===== src/supply_fault_defs.svh =====
// Behaviour
// [RULE1] Serial mode: pump monitor disable bit high turns off the pump comparator.
// [RULE2] Parallel mode: pump enable pin low turns off the pump comparator.
// [RULE3] Combined fault is the OR of core and pump comparator results.
// [RULE4] Fault pin pulled low while any supply fault exists, released otherwise.
// [RULE5] Fault pin stays released until both supplies first pass their enable thresholds.
// [RULE6] After arming, a supply drop pulls the pin low and sets status bit 6.
// [RULE7] Fault pin releases by itself once the fault condition goes away.
// [RULE8] Status flag stays latched until the host clears it by serial write.
// [RULE9] Shutdown enabled: a fault forces all switch outputs low and stops the pump.
// [RULE10] Host restarts after shutdown by driving pump enable low then high.
// [RULE11] Shutdown disabled: no protective action on a fault.
// [RULE12] Shutdown disabled: fault still reported, pump and switches unchanged.
// [RULE13] The healthy supply keeps being monitored while the other is faulted.
// [RULE14] Combined fault holds until both supplies are back above trip levels.
// [RULE15] The I/O supply is monitored only when tied to the core supply.
// [RULE16] Mode pin 0 selects serial register control, 1 selects parallel pins.
// [RULE17] Serial mode ignores pump enable and shutdown pins, uses register bits.
// [RULE18] Host clears a latched fault by writing 0 to the status flag.
// [RULE19] Comparator outputs are synchronised before being combined, latched or used.
// [RULE20] Status flag, pump enable, shutdown and monitor disable bits reset low.
`ifndef SUPPLY_FAULT_DEFS_SVH
`define SUPPLY_FAULT_DEFS_SVH

// ----------------------------------------
// Field positions in the control byte
// ----------------------------------------
`define CTRL_WR_EN_BIT 7
`define CTRL_FAULT_STATUS_FLAG_BIT 6
`define CTRL_SLEEP_BIT 5
`define CTRL_SHUTDOWN_MASK_BIT 4
`define CTRL_PUMP_MON_DIS_BIT 3
`define CTRL_PUMP_EN_BIT 1

// ----------------------------------------
// Reset values, widths and mode encoding
// ----------------------------------------
`define CTRL_RESET 8'h00
`define HV_OUT_WIDTH 4
`define MODE_SERIAL 1'b0

`endif


===== src/supply_fault_pkg.sv =====
package supply_fault_pkg;

    // ----------------------------------------
    // Settings as seen by the fault logic
    // ----------------------------------------
    typedef struct packed {
        logic pump_enable;
        logic shutdown_mask;
        logic pump_monitor_disable;
    } fault_cfg_t;

    // Raw comparator levels; the under bits are high when under voltage, the above bits when above
    typedef struct packed {
        logic core_under;
        logic pump_under;
        logic io_under;
        logic core_above_rise;
        logic pump_above_enable;
    } supply_cmp_t;

    // Supervisor life cycle
    typedef enum logic [1:0] {
        ST_STARTUP = 2'b00,
        ST_ARMED = 2'b01,
        ST_SHUTDOWN = 2'b11
    } sup_state_t;

endpackage : supply_fault_pkg


===== src/supply_fault_supervisor.sv =====
`timescale 1ns/1ps
`default_nettype none
`include "supply_fault_defs.svh"

module supply_fault_supervisor (
    // Clock and reset
    input wire logic CLOCK,
    input wire logic RST_B,
    // Mode pin, parallel pins and I/O strap
    input wire logic MODE_PIN,
    input wire logic PUMP_ENABLE_PIN,
    input wire logic SHUTDOWN_MASK_SELECT,
    input wire logic IO_TIED_TO_CORE,
    // Analog comparator levels, asynchronous
    input wire supply_fault_pkg::supply_cmp_t CMP,
    // Serial control register write port and readback
    input wire logic CTRL_WR,
    input wire logic [7:0] CTRL_WDATA,
    output logic [7:0] CTRL_RDATA,
    // Requested switch states
    input wire logic [3:0] HV_REQUEST,
    // Outputs
    output logic [3:0] HV_OUT,
    output logic PUMP_RUN,
    output logic COMBINED_SUPPLY_FAULT,
    output logic FAULT_STATUS_FLAG,
    output logic SUPPLY_FAULT_PIN_N_OUT,
    output logic SUPPLY_FAULT_PIN_N_OE_N
);
    import supply_fault_pkg::*;

    // ----------------------------------------
    // Input synchronisers
    // ----------------------------------------
    // Comparators, the two parallel pins and the I/O strap, all asynchronous
    localparam int NSYNC = 8;
    logic [NSYNC-1:0] raw_in;
    logic [NSYNC-1:0] s1;
    logic [NSYNC-1:0] s2;
    logic [NSYNC-1:0] s3;
    logic [NSYNC-1:0] clean;

    assign raw_in = {CMP, PUMP_ENABLE_PIN, SHUTDOWN_MASK_SELECT, IO_TIED_TO_CORE};

    // Three stages; a change counts only once stage two and three agree
    // Costs four edges of latency, traded for immunity to comparator chatter
    genvar gi;
    generate
        for (gi = 0; gi < NSYNC; gi++) begin : g_sync
            always_ff @(posedge CLOCK or negedge RST_B) begin
                if (!RST_B) begin
                    s1[gi] <= 1'b0;
                    s2[gi] <= 1'b0;
                    s3[gi] <= 1'b0;
                    clean[gi] <= 1'b0;
                end else begin
                    s1[gi] <= raw_in[gi];
                    s2[gi] <= s1[gi];
                    s3[gi] <= s2[gi];
                    if (s2[gi] == s3[gi]) begin
                        clean[gi] <= s3[gi];  // see [RULE19]
                    end
                end
            end
        end
    endgenerate

    // Settled views; nothing downstream reads these comparators or pins raw
    supply_cmp_t cmp_sync;
    logic pin_pump_en;
    logic pin_shutdown_mask;
    logic io_tied;
    assign cmp_sync = clean[7:3];
    assign pin_pump_en = clean[2];
    assign pin_shutdown_mask = clean[1];
    assign io_tied = clean[0];

    // Mode pin is a strap: treat it as quasi-static, but still resync
    // Resets to serial so register bits rule until the strap is seen
    logic mode_s1;
    logic mode_s2;
    logic mode_s3;
    logic serial_mode;
    always_ff @(posedge CLOCK or negedge RST_B) begin
        if (!RST_B) begin
            mode_s1 <= 1'b0;
            mode_s2 <= 1'b0;
            mode_s3 <= 1'b0;
            serial_mode <= 1'b1;
        end else begin
            mode_s1 <= MODE_PIN;
            mode_s2 <= mode_s1;
            mode_s3 <= mode_s2;
            if (mode_s2 == mode_s3) begin
                serial_mode <= (mode_s3 == `MODE_SERIAL);  // see [RULE16]
            end
        end
    end

    // ----------------------------------------
    // Serial control register
    // ----------------------------------------
    logic pump_enable_bit;
    logic shutdown_mask_bit;
    logic pump_monitor_disable;
    logic sleep_bit;
    logic ctrl_write;
    logic status_clear;

    // A word without its write-enable bit is a read only and changes nothing
    assign ctrl_write = CTRL_WR && CTRL_WDATA[`CTRL_WR_EN_BIT];
    // Only a zero in the status position clears; a one there is harmless
    assign status_clear = ctrl_write && !CTRL_WDATA[`CTRL_FAULT_STATUS_FLAG_BIT];

    // Write only lands when the write-enable bit of the word is set
    always_ff @(posedge CLOCK or negedge RST_B) begin
        if (!RST_B) begin
            pump_enable_bit <= 1'b0;  // see [RULE20]
            shutdown_mask_bit <= 1'b0;
            pump_monitor_disable <= 1'b0;
            sleep_bit <= 1'b0;
        end else if (ctrl_write) begin
            pump_enable_bit <= CTRL_WDATA[`CTRL_PUMP_EN_BIT];
            shutdown_mask_bit <= CTRL_WDATA[`CTRL_SHUTDOWN_MASK_BIT];
            pump_monitor_disable <= CTRL_WDATA[`CTRL_PUMP_MON_DIS_BIT];
            sleep_bit <= CTRL_WDATA[`CTRL_SLEEP_BIT];
        end
    end

    // ----------------------------------------
    // Effective configuration by mode
    // ----------------------------------------
    // Pins and register bits are never mixed: the mode picks one whole set
    fault_cfg_t cfg;
    always_comb begin
        if (serial_mode) begin
            cfg.pump_enable = pump_enable_bit;  // see [RULE17]
            cfg.shutdown_mask = shutdown_mask_bit;
            cfg.pump_monitor_disable = pump_monitor_disable;  // see [RULE1]
        end else begin
            cfg.pump_enable = pin_pump_en;
            cfg.shutdown_mask = pin_shutdown_mask;
            cfg.pump_monitor_disable = !pin_pump_en;  // see [RULE2]
        end
    end

    // ----------------------------------------
    // Fault detection
    // ----------------------------------------
    logic core_fault;
    logic pump_fault;
    logic io_fault;
    logic any_fault;
    sup_state_t state;
    sup_state_t next_state;

    // Each comparator stands on its own, so one fault never masks the other
    assign core_fault = cmp_sync.core_under;  // see [RULE13]
    assign pump_fault = cmp_sync.pump_under && !cfg.pump_monitor_disable;
    assign io_fault = cmp_sync.io_under && io_tied;  // see [RULE15]
    assign any_fault = core_fault || pump_fault || io_fault;  // see [RULE3] [RULE14]

    // Fault only counts once both supplies have passed start thresholds
    // Before that the comparators may chatter while the rails ramp
    logic armed;
    assign armed = (state != ST_STARTUP);

    // ----------------------------------------
    // Supervisor state machine
    // ----------------------------------------
    logic pump_en_prev;
    logic pump_en_rise_after_low;
    logic saw_pump_low;

    // Last cycle's pump enable, for the restart edge
    always_ff @(posedge CLOCK or negedge RST_B) begin
        if (!RST_B) begin
            pump_en_prev <= 1'b0;
        end else begin
            pump_en_prev <= cfg.pump_enable;
        end
    end

    // Restart needs a low then a high on pump enable after the trip
    // The low must be seen while shut down; an earlier low does not count
    always_ff @(posedge CLOCK or negedge RST_B) begin
        if (!RST_B) begin
            saw_pump_low <= 1'b0;
        end else if (state != ST_SHUTDOWN) begin
            saw_pump_low <= 1'b0;
        end else if (!cfg.pump_enable) begin
            saw_pump_low <= 1'b1;  // see [RULE10]
        end
    end
    assign pump_en_rise_after_low = saw_pump_low && cfg.pump_enable && !pump_en_prev;

    // Shutdown holds after the fault clears; only the restart edge leaves it
    always_comb begin
        next_state = state;
        unique case (state)
            ST_STARTUP: begin
                if (cmp_sync.core_above_rise && cmp_sync.pump_above_enable) begin
                    next_state = ST_ARMED;  // see [RULE5]
                end
            end
            ST_ARMED: begin
                if (any_fault && !cfg.shutdown_mask) begin
                    next_state = ST_SHUTDOWN;  // see [RULE9]
                end
            end
            ST_SHUTDOWN: begin
                if (pump_en_rise_after_low) begin
                    next_state = ST_ARMED;
                end
            end
            default: next_state = ST_STARTUP;
        endcase
    end

    // Arming is one-way: a later dip of the start levels never returns to startup
    always_ff @(posedge CLOCK or negedge RST_B) begin
        if (!RST_B) begin
            state <= ST_STARTUP;
        end else begin
            state <= next_state;
        end
    end

    // ----------------------------------------
    // Fault pin and combined indication
    // ----------------------------------------
    // Follows the live fault, so it clears without host help
    always_ff @(posedge CLOCK or negedge RST_B) begin
        if (!RST_B) begin
            COMBINED_SUPPLY_FAULT <= 1'b0;
        end else begin
            COMBINED_SUPPLY_FAULT <= armed && any_fault;  // see [RULE4] [RULE7]
        end
    end

    // Open drain: drive low with enable low, otherwise released
    // Data stays low; only the enable moves, so the pin never drives high
    assign SUPPLY_FAULT_PIN_N_OUT = 1'b0;
    assign SUPPLY_FAULT_PIN_N_OE_N = !COMBINED_SUPPLY_FAULT;  // see [RULE4]

    // ----------------------------------------
    // Sticky status flag
    // ----------------------------------------
    // A new fault in the clearing cycle wins over the clear
    // so a host clearing during a live fault never loses it
    always_ff @(posedge CLOCK or negedge RST_B) begin
        if (!RST_B) begin
            FAULT_STATUS_FLAG <= 1'b0;  // see [RULE20]
        end else if (armed && any_fault) begin
            FAULT_STATUS_FLAG <= 1'b1;  // see [RULE6]
        end else if (status_clear) begin
            FAULT_STATUS_FLAG <= 1'b0;  // see [RULE8] [RULE18]
        end
    end

    // ----------------------------------------
    // Protective outputs
    // ----------------------------------------
    // Shutdown state overrides; with shutdown masked nothing changes
    // Keyed on the next state so switches open on the same edge as the flag
    // Sleep stops the pump only in serial mode, where the register bit rules
    always_ff @(posedge CLOCK or negedge RST_B) begin
        if (!RST_B) begin
            HV_OUT <= '0;
            PUMP_RUN <= 1'b0;
        end else if (next_state == ST_SHUTDOWN) begin
            HV_OUT <= '0;  // see [RULE9]
            PUMP_RUN <= 1'b0;
        end else begin
            HV_OUT <= HV_REQUEST;  // see [RULE11] [RULE12]
            PUMP_RUN <= cfg.pump_enable && !(serial_mode && sleep_bit);
        end
    end

    // ----------------------------------------
    // Control readback
    // ----------------------------------------
    // Built from field positions; write enable and don't-care bits read 0
    logic [7:0] next_ctrl_rdata;
    always_comb begin
        next_ctrl_rdata = `CTRL_RESET;
        next_ctrl_rdata[`CTRL_FAULT_STATUS_FLAG_BIT] = FAULT_STATUS_FLAG;
        next_ctrl_rdata[`CTRL_SLEEP_BIT] = sleep_bit;
        next_ctrl_rdata[`CTRL_SHUTDOWN_MASK_BIT] = shutdown_mask_bit;
        next_ctrl_rdata[`CTRL_PUMP_MON_DIS_BIT] = pump_monitor_disable;
        next_ctrl_rdata[`CTRL_PUMP_EN_BIT] = pump_enable_bit;
    end

    // Registered so the readback is a clean flop output, one edge behind
    always_ff @(posedge CLOCK or negedge RST_B) begin
        if (!RST_B) begin
            CTRL_RDATA <= `CTRL_RESET;
        end else begin
            CTRL_RDATA <= next_ctrl_rdata;
        end
    end

endmodule : supply_fault_supervisor
`default_nettype wire


===== config.mk =====
export PLATFORM = sky130hd
export DESIGN_NAME = supply_fault_supervisor
export DESIGN_NICKNAME = d
export VERILOG_FILES = /design/src/supply_fault_pkg.sv /design/src/supply_fault_supervisor.sv
export VERILOG_INCLUDE_DIRS = /design/src
export SDC_FILE = /design/constraint.sdc
export NUM_CORES = 1
export LEC_CHECK = 0
export BUFFER_PORTS_ARGS = -buffer_cell sky130_fd_sc_hd__buf_4
export CAP_MARGIN = 20
export CORE_MARGIN = 5
export CORE_UTILIZATION = 50
export DETAILED_ROUTE_END_ITERATION = 8
export PLACE_DENSITY = 0.75
export REMOVE_ABC_BUFFERS = 1
export SYNTH_ARGS = -nofsm -noshare
export SYNTH_HDL_FRONTEND = slang
export SYNTH_SLANG_ARGS = --single-unit

===== constraint.sdc =====
create_clock -name CLOCK -period 1.9 [get_ports CLOCK]
set_clock_uncertainty 0.15 [all_clocks]
set_input_delay 0.19 -clock CLOCK [delete_from_list [all_inputs] [get_ports CLOCK]]
set_output_delay 0.19 -clock CLOCK [all_outputs]
set_load 0.05 [all_outputs]

### After elaboration in Yosys (flattened, before gate mapping)

Index checks and enable logic that the tools add are counted.

* equality and inequality tests: 14
* multiplexer cells: 11
* bitwise operators: 1
* reduce and logical (&&, ||, !) cells: 23

Operators with widths (count)
* logical AND 1 bit: 11
* equality test 1 bit: 9
* logical NOT 1 bit: 7
* 2-to-1 mux 2 bit: 3
* one-hot mux 2 bit (3 select lines): 1
* 2-to-1 mux 1 bit: 5
* equality test 2 bit (second input constant): 2
* 2-to-1 mux 4 bit: 1
* nonzero test 2 bit: 2
* 2-to-1 mux 3 bit: 1
* equality test 2 x 1 -> 1 bit (second input constant): 1
* logical NOT 2 bit: 1
* logical OR 1 bit: 2
* inequality test 2 x 1 -> 1 bit (second input constant): 1
* inequality test 2 bit (second input constant): 1
* NOT 1 bit: 1

* flip-flop bits (word level): 56

### Logic depth before layout (Yosys ltp)

Gate-level depths: netlist of the first run.

* depth after elaboration: 11
* gate-level depth with buffers: 3
* gate-level depth less buffers: 3

### Least setup slack after synthesis of the first run

No wires, ideal clock.

* kind: reg-to-reg
* from: reg serial_mode
* to: reg PUMP_RUN
* setup time: 0.147 ns
* arrival: 1.238 ns
* slack: 0.365 ns
* stages on the path, launching flop included: 4
* cells stage by stage: dfstp_2 -> mux2_4 -> nor3b_4 -> a221oi_1

* cells in the longest elaborated chain, start to end: 10
* elaborated cells on any way between the ends: 17
* classes of those cells: 1 x eq/ne; 5 x mux; 11 x reduce/logical

RTL lines
* start: declaration: line supply_fault_supervisor.sv:83 `logic serial_mode;`
* start signal: assignment: line supply_fault_supervisor.sv:95 `` serial_mode <= (mode_s3 == `MODE_SERIAL); ``
* 2-to-1 mux 3 bit: line supply_fault_supervisor.sv:136 `if (serial_mode) begin`
* logical NOT 1 bit: line supply_fault_supervisor.sv:159 `assign pump_fault = cmp_sync.pump_under && !cfg.pump_monitor_disable;`
* logical AND 1 bit: line supply_fault_supervisor.sv:159
* logical OR 1 bit (2 in a row): line supply_fault_supervisor.sv:161 `assign any_fault = core_fault || pump_fault || io_fault;`
* logical AND 1 bit: line supply_fault_supervisor.sv:207 `if (any_fault && !cfg.shutdown_mask) begin`
* 2-to-1 mux 2 bit: line supply_fault_supervisor.sv:207
* one-hot mux 2 bit (3 select lines): line supply_fault_supervisor.sv:200 `unique case (state)`
* equality test 2 bit: line supply_fault_supervisor.sv:271 `end else if (next_state == ST_SHUTDOWN) begin`
* 2-to-1 mux 1 bit (*): line supply_fault_supervisor.sv:271
* end signal: assignment: line supply_fault_supervisor.sv:276 `PUMP_RUN <= cfg.pump_enable && !(serial_mode && sleep_bit);`
* end: declaration: line supply_fault_supervisor.sv:24 `output logic PUMP_RUN,`

Mark *: on every way between the ends. The rest lies on a longest branch, timed or not.
A chain may end at the register's enable or synchronous reset.

### Final worst setup path of the first run

Ends and elaborated chain as after synthesis.

==> results_dict.tcl, run 1 <==
set metrics [dict create \
    combPwrFrac_pct 23.3 \
    critPathLaunchType "register" \
    rows 22 \
    fillers 256 \
    power.total_mw 2.68 \
    netSwitchingPower_mw 0.847 \
    status "finished clean" \
    initial_utilization_pct 50.5 \
    overflow 0 \
    die_w_um 70.4 \
    cts_root_buf "clkbuf_8" \
    clockPowerShare_pct 23.7 \
    ys_warn_count 0 \
    drt_iter0_markers 46 \
    post_route_cells_drive_above_1_share_pct 32.1 \
    tns_ns 0 \
    min_path_type "in -> reg" \
    grt_use_total_pct 13.1 \
    powerDensity_mw_per_mm2 1120 \
    swShare_pct 31.7 \
    ys_ff_latch 56 \
    hold_slack_ns 0.0861 \
    yosysUniqueCellTypes 24 \
    clk_latency_ns 0.31 \
    maxSlewViolCount 0 \
    clk_pin_slew_ns 0.10 \
    preCtsSetupSlack_ns 0.276 \
    post_cts_resized 0 \
    setup_ws_ns 0.264 \
    cts_setup_buffers 0 \
    drt-wirelength-per-cell_um 12.7 \
    period_share_pct 86.1 \
    worstPathRequired_ns 1.93 \
    multi_input_area_um2 370 \
    leakagePower_nw 1.10 \
    die_height_um 70.4 \
    setup_viol 0 \
    cts.sinks 56 \
    clock_tree.buffer_depth 2 \
    postCtsHoldBufs 18 \
    nets 191 \
    seq_area_frac_synth_pct 77.0 \
    antenna_found_initial 0 \
    syn_area_mm2 0.00182 \
    netlist_instances 109 \
    period_needed_ns 1.64 \
    antenna_left 0 \
    dieArea_mm2 0.00495 \
    final-seq-area_mm2 0.00140 \
    cts_buffers 5 \
    grt_pass1_wl_um 5000 \
    path_class "reg -> reg" \
    drcViolationCount 0 \
    critPathArrivalTime_ns 1.67 \
    finalWirelength_um 2740 \
    firstDrtPassIters 4 \
    gp_congestion 0.756 \
    io-pin-count 41 \
    fmax_ghz 0.611 \
    most-common-layout-cells "dfrtp_1 (55), buf_4 (34), dlygate4sd3_1 (18)" \
    finalHoldViolCount 0 \
    relSlewSlack_pct 56.4 \
    vias_per_cell 4.53 \
    cts_htree_levels 2 \
    vdd_drop_max_v 0.000573 \
    grt_max_degree 57 \
    vias 979 \
    p_seq_share_pct 53.0 \
    grt_pass1_vias 1081 \
    core_mm2 0.00361 \
    cp_max_fo 7 \
    port_buffers 34 \
    end_kind "register" \
    syn_avg_cell_area_um2 16.7 \
    hpwl_um 1810 \
    syn2layout_area_growth_pct 31.2 \
    diodes 0 \
    power.internal_mw 1.83 \
    final_common_cell "dfrtp_1" \
    cts_tree "done" \
    rsz0062_at_grt "false" \
    final_util_pct 66.3 \
    tightest_slew_ns 0.654 \
    maxCapViolCount 0 \
]
per-layer routing:
layer	track usage [%]	part of all wire, %	wire length, um
met5	0	0	0
met4	7.02	1.7	47
met3	4.75	9.7	267
met2	20.0	47	1290
met1	16.3	41	1140
cells in the mapped netlist, drive strengths merged:
master / number / area (um2)
a21oi: 2 / 10.0
o31ai: 1 / 21.3
and2: 2 / 12.5
dfrtp: 55 / 1380
inv: 8 / 30.0
maj3: 8 / 80.1
buf: 4 / 30.0
mux2: 6 / 75.1
nand2: 5 / 18.8
a211oi: 4 / 30.0
nand2b: 1 / 6.26
a31oi: 1 / 21.3
a21o: 1 / 7.51
nor3b: 1 / 18.8
nand3b: 1 / 7.51
o21bai: 1 / 7.51
a221oi: 1 / 8.76
dfstp: 1 / 26.3
o21ai: 2 / 10.0
or2: 1 / 6.26
conb: 1 / 3.75
nor2: 1 / 3.75
a21bo: 1 / 10.0
worst paths after layout:
kind                       slack [ns]     startpoint  cells past startpoint           endpoint
min reg2reg                      0.20          s1[6]                      0              s2[6]
min                              0.09  CTRL_WDATA[6]                      3  FAULT_STATUS_FLAG
max                              0.26    serial_mode                      3           PUMP_RUN
max reg2reg                      0.26    serial_mode                      3           PUMP_RUN
min in group asynchronous        0.29          RST_B                      2          HV_OUT[0]
max in group asynchronous        0.86          RST_B                      2      CTRL_RDATA[5]
worst max-delay path, stage by stage (launching register included):
cell	delay, ns
dfstp_2	0.61
mux2_4	0.33
nor3b_4	0.29
a221oi_1	0.14
cells by family after synthesis:
group           count (synthesis)  synth area share, %
fa+ha+maj                       8                 4.40
compound gates                 14                 6.94
simple gates                   12                 4.05
buf+inv                        12                 3.30
mux                             6                 4.12
flops                          56                 77.0
other cells                     1                0.206
cell type report:
cell class / count / area share, %
clock inverter: 3 / 0.994
tap: 48 / 2.51
sequential: 56 / 58.7
timing repair buffer: 52 / 18.2
clock buffer: 5 / 2.88
inverter: 8 / 1.26
multi-input combinational: 44 / 15.5
through the flow:
stage | instance area, um2 | cells
2_1_floorplan | 1800 | 108
3_3_place_gp | 2120 | 190
3_5_place_dp | 2120 | 190
4_1_cts | 2390 | 216
5_1_grt | 2390 | 216
6_report | 2390 | 216
sequential cells by signal, summed over array words and instances, names as in the netlist, 2 cells and up:
| signal | count |
|---|---|
| clean | 4 |
| s3 | 8 |
| state | 2 |
| s2 | 8 |
| CTRL_RDATA | 5 |
| s1 | 8 |
| HV_OUT | 4 |
power groups by stage:
stage | Sequential (mW) | Combinational, mW | Clock [mW]
floorplan | 1.62 | 0.216 | 0
global placement | 1.43 | 0.582 | 0
global route | 1.44 | 0.664 | 0.708
detailed placement | 1.44 | 0.599 | 0
CTS | 1.42 | 0.630 | 0.665
finish | 1.42 | 0.623 | 0.635
(Power assumes the default switching activity.)
==> inputs of run 2 (changes only) <==
--- a/config.mk
+++ b/config.mk
@@ -8,6 +8,7 @@
 export LEC_CHECK = 0
 export BUFFER_PORTS_ARGS = -buffer_cell sky130_fd_sc_hd__buf_4
 export CAP_MARGIN = 20
+export CORE_ASPECT_RATIO = 0.7
 export CORE_MARGIN = 5
 export CORE_UTILIZATION = 50
 export DETAILED_ROUTE_END_ITERATION = 8
==> run 2 against run 1 <==
Power increased by 5.1%. Sequential share of layout area fell by 0.61 points. Worst hold slack improved by 0.00067 ns. Maximum frequency decreased by 0.55%. Combinational power about the same. Cell count grew 0.93%. Non-clock buffer count did not move. Via count grew 3.3%. Global-route usage about the same. Highest routed layer unchanged.
==> results_dict.tcl, run 2 (synthesis results as in run 1) <==
set metrics [dict create \
    grt_pass1_vias 1111 \
    drt_iter0_markers 40 \
    r2r_cells 3 \
    min_delay_worst_endpoint "FAULT_STATUS_FLAG" \
    crit_start "serial_mode" \
    relSlewSlack_pct 57.0 \
    io-pin-count 41 \
    whs_path_depth 3 \
    worstHoldStart "CTRL_WDATA[6]" \
    leakagePower_nw 1.11 \
    min_path_type "in -> reg" \
    path_class "reg -> reg" \
    most-common-layout-cells "dfrtp_1 (55), buf_4 (34), dlygate4sd3_1 (18)" \
    dp_cells 192 \
    initial_utilization_pct 51.9 \
    hpwl_um 1890 \
    setup_viol 0 \
    nets 191 \
    core_mm2 0.00351 \
    status "finished clean" \
    crit_chain "mux2_4 > nor3b_4 > a221oi_1" \
    clock_tree.buffer_depth 2 \
    grt_max_degree 57 \
    rsz0062_at_grt "false" \
    reg_top3 "s1: 8 flops, s2: 8 flops, s3: 8 flops" \
    cpLargestDelayFamily "flip-flops" \
    worstPathRequired_ns 1.92 \
    cp_slowest_cell "dfstp_2" \
    cts_buffers 5 \
    post_route_cells_drive_above_1_share_pct 32.1 \
    clk_latency_ns 0.31 \
    rows 18 \
    port_buffers 34 \
    antenna_left 0 \
    die_height_um 60.5 \
    drcViolationCount 0 \
    diodes 0 \
    critPathLaunchType "register" \
    cts_tree "done" \
    critPathArrivalTime_ns 1.66 \
    fmax_ghz 0.608 \
    final_util_pct 68.8 \
    period_share_pct 86.6 \
    firstDrtPassIters 4 \
    vdd_drop_max_v 0.000624 \
    cts_root_buf "clkbuf_8" \
    tightest_slew_ns 0.645 \
    maxCapViolCount 0 \
    finalHoldViolCount 0 \
    cp_max_fo 7 \
    cts.sinks 56 \
    antenna_found_initial 0 \
    cts_setup_buffers 0 \
    timing.rr.start "serial_mode" \
    period_needed_ns 1.65 \
    grt_pass1_wl_um 4790 \
    path_buf_inv 0 \
    rr_endpoint "PUMP_RUN" \
    end_kind "register" \
    drt-wirelength-per-cell_um 13.0 \
    fillers 272 \
    overflow 0 \
    post_layout_nonfiller_instances 218 \
    finalWirelength_um 2830 \
    cts_htree_levels 2 \
    vias_per_cell 4.64 \
    maxSlewViolCount 0 \
    cpPeakStageDelay_ns 0.61 \
    gp_congestion 0.666 \
    final_common_cell "dfrtp_1" \
    rrSetupSlack_ns 0.25 \
    clk_pin_slew_ns 0.10 \
    syn2layout_area_growth_pct 32.6 \
    tns_ns 0 \
    die_w_um 82.1 \
    grt_use_total_pct 13.2 \
    powerDensity_mw_per_mm2 1160 \
    vias 1011 \
    dieArea_mm2 0.00497 \
]
[run 2: report_power, final]
group          switching (mW)  total, mW  internal (mW)
combinational           0.392      0.625          0.233
sequential             0.0823       1.42           1.33
clock                   0.374      0.771          0.397
[run 2: cell type report]
type | instances | area [um2] | share of cell area (%)
Tap cell | 50 | 62.6 | 2.59
Multi-Input combinational cell | 44 | 370 | 15.3
Clock inverter | 3 | 46.3 | 1.92
Inverter | 8 | 30.0 | 1.24
Timing Repair Buffer | 52 | 435 | 18.0
Clock buffer | 5 | 68.8 | 2.85
Sequential cell | 56 | 1400 | 58.1
[run 2: worst reg2reg max path, delay by kind of cell, from the launching register on]
kind / cells / cell delay [ns]
AOI/OAI and AO/OA: 1 / 0.14
DFF: 1 / 0.61
muxes: 1 / 0.33
and+or+nand+nor: 1 / 0.28
[run 2: timing repair]
action,CTS,global route
hold buffers,18,0
resized for setup,0,0
hold endpoints to repair,72,0
[run 2: worst max-delay path by stage]
stage	endpoint	slack [ns]	cells past startpoint
final	PUMP_RUN	0.25	3
after global routing	PUMP_RUN	0.16	3
after CTS	PUMP_RUN	0.25	3
after detailed placement	PUMP_RUN	0.27	3
after global placement	PUMP_RUN	0.31	3
after floorplan	PUMP_RUN	0.37	3
[run 2: per-stage QoR]
stage	power [mW]	setup WS (ns)	instance area, um2	hold slack (ns)
final	2.81	0.255	2420	0.0867
after global routing	2.95	0.163	2420	0.117
after CTS	2.84	0.247	2420	0.0825
after detailed placement	2.05	0.267	2120	0.114
after global placement	2.02	0.310	2120	0.102
after floorplan	1.84	0.365	1800	-0.256
[run 2: routing by layer]
layer | up-vias | part of all wire [%] | track usage, %
li1 | 474 | - | -
met2 | 30 | 49 | 22.9
met5 | - | 0 | 0
met3 | 5 | 7.0 | 4.30
met1 | 502 | 42 | 14.8
met4 | 0 | 1.4 | 6.40
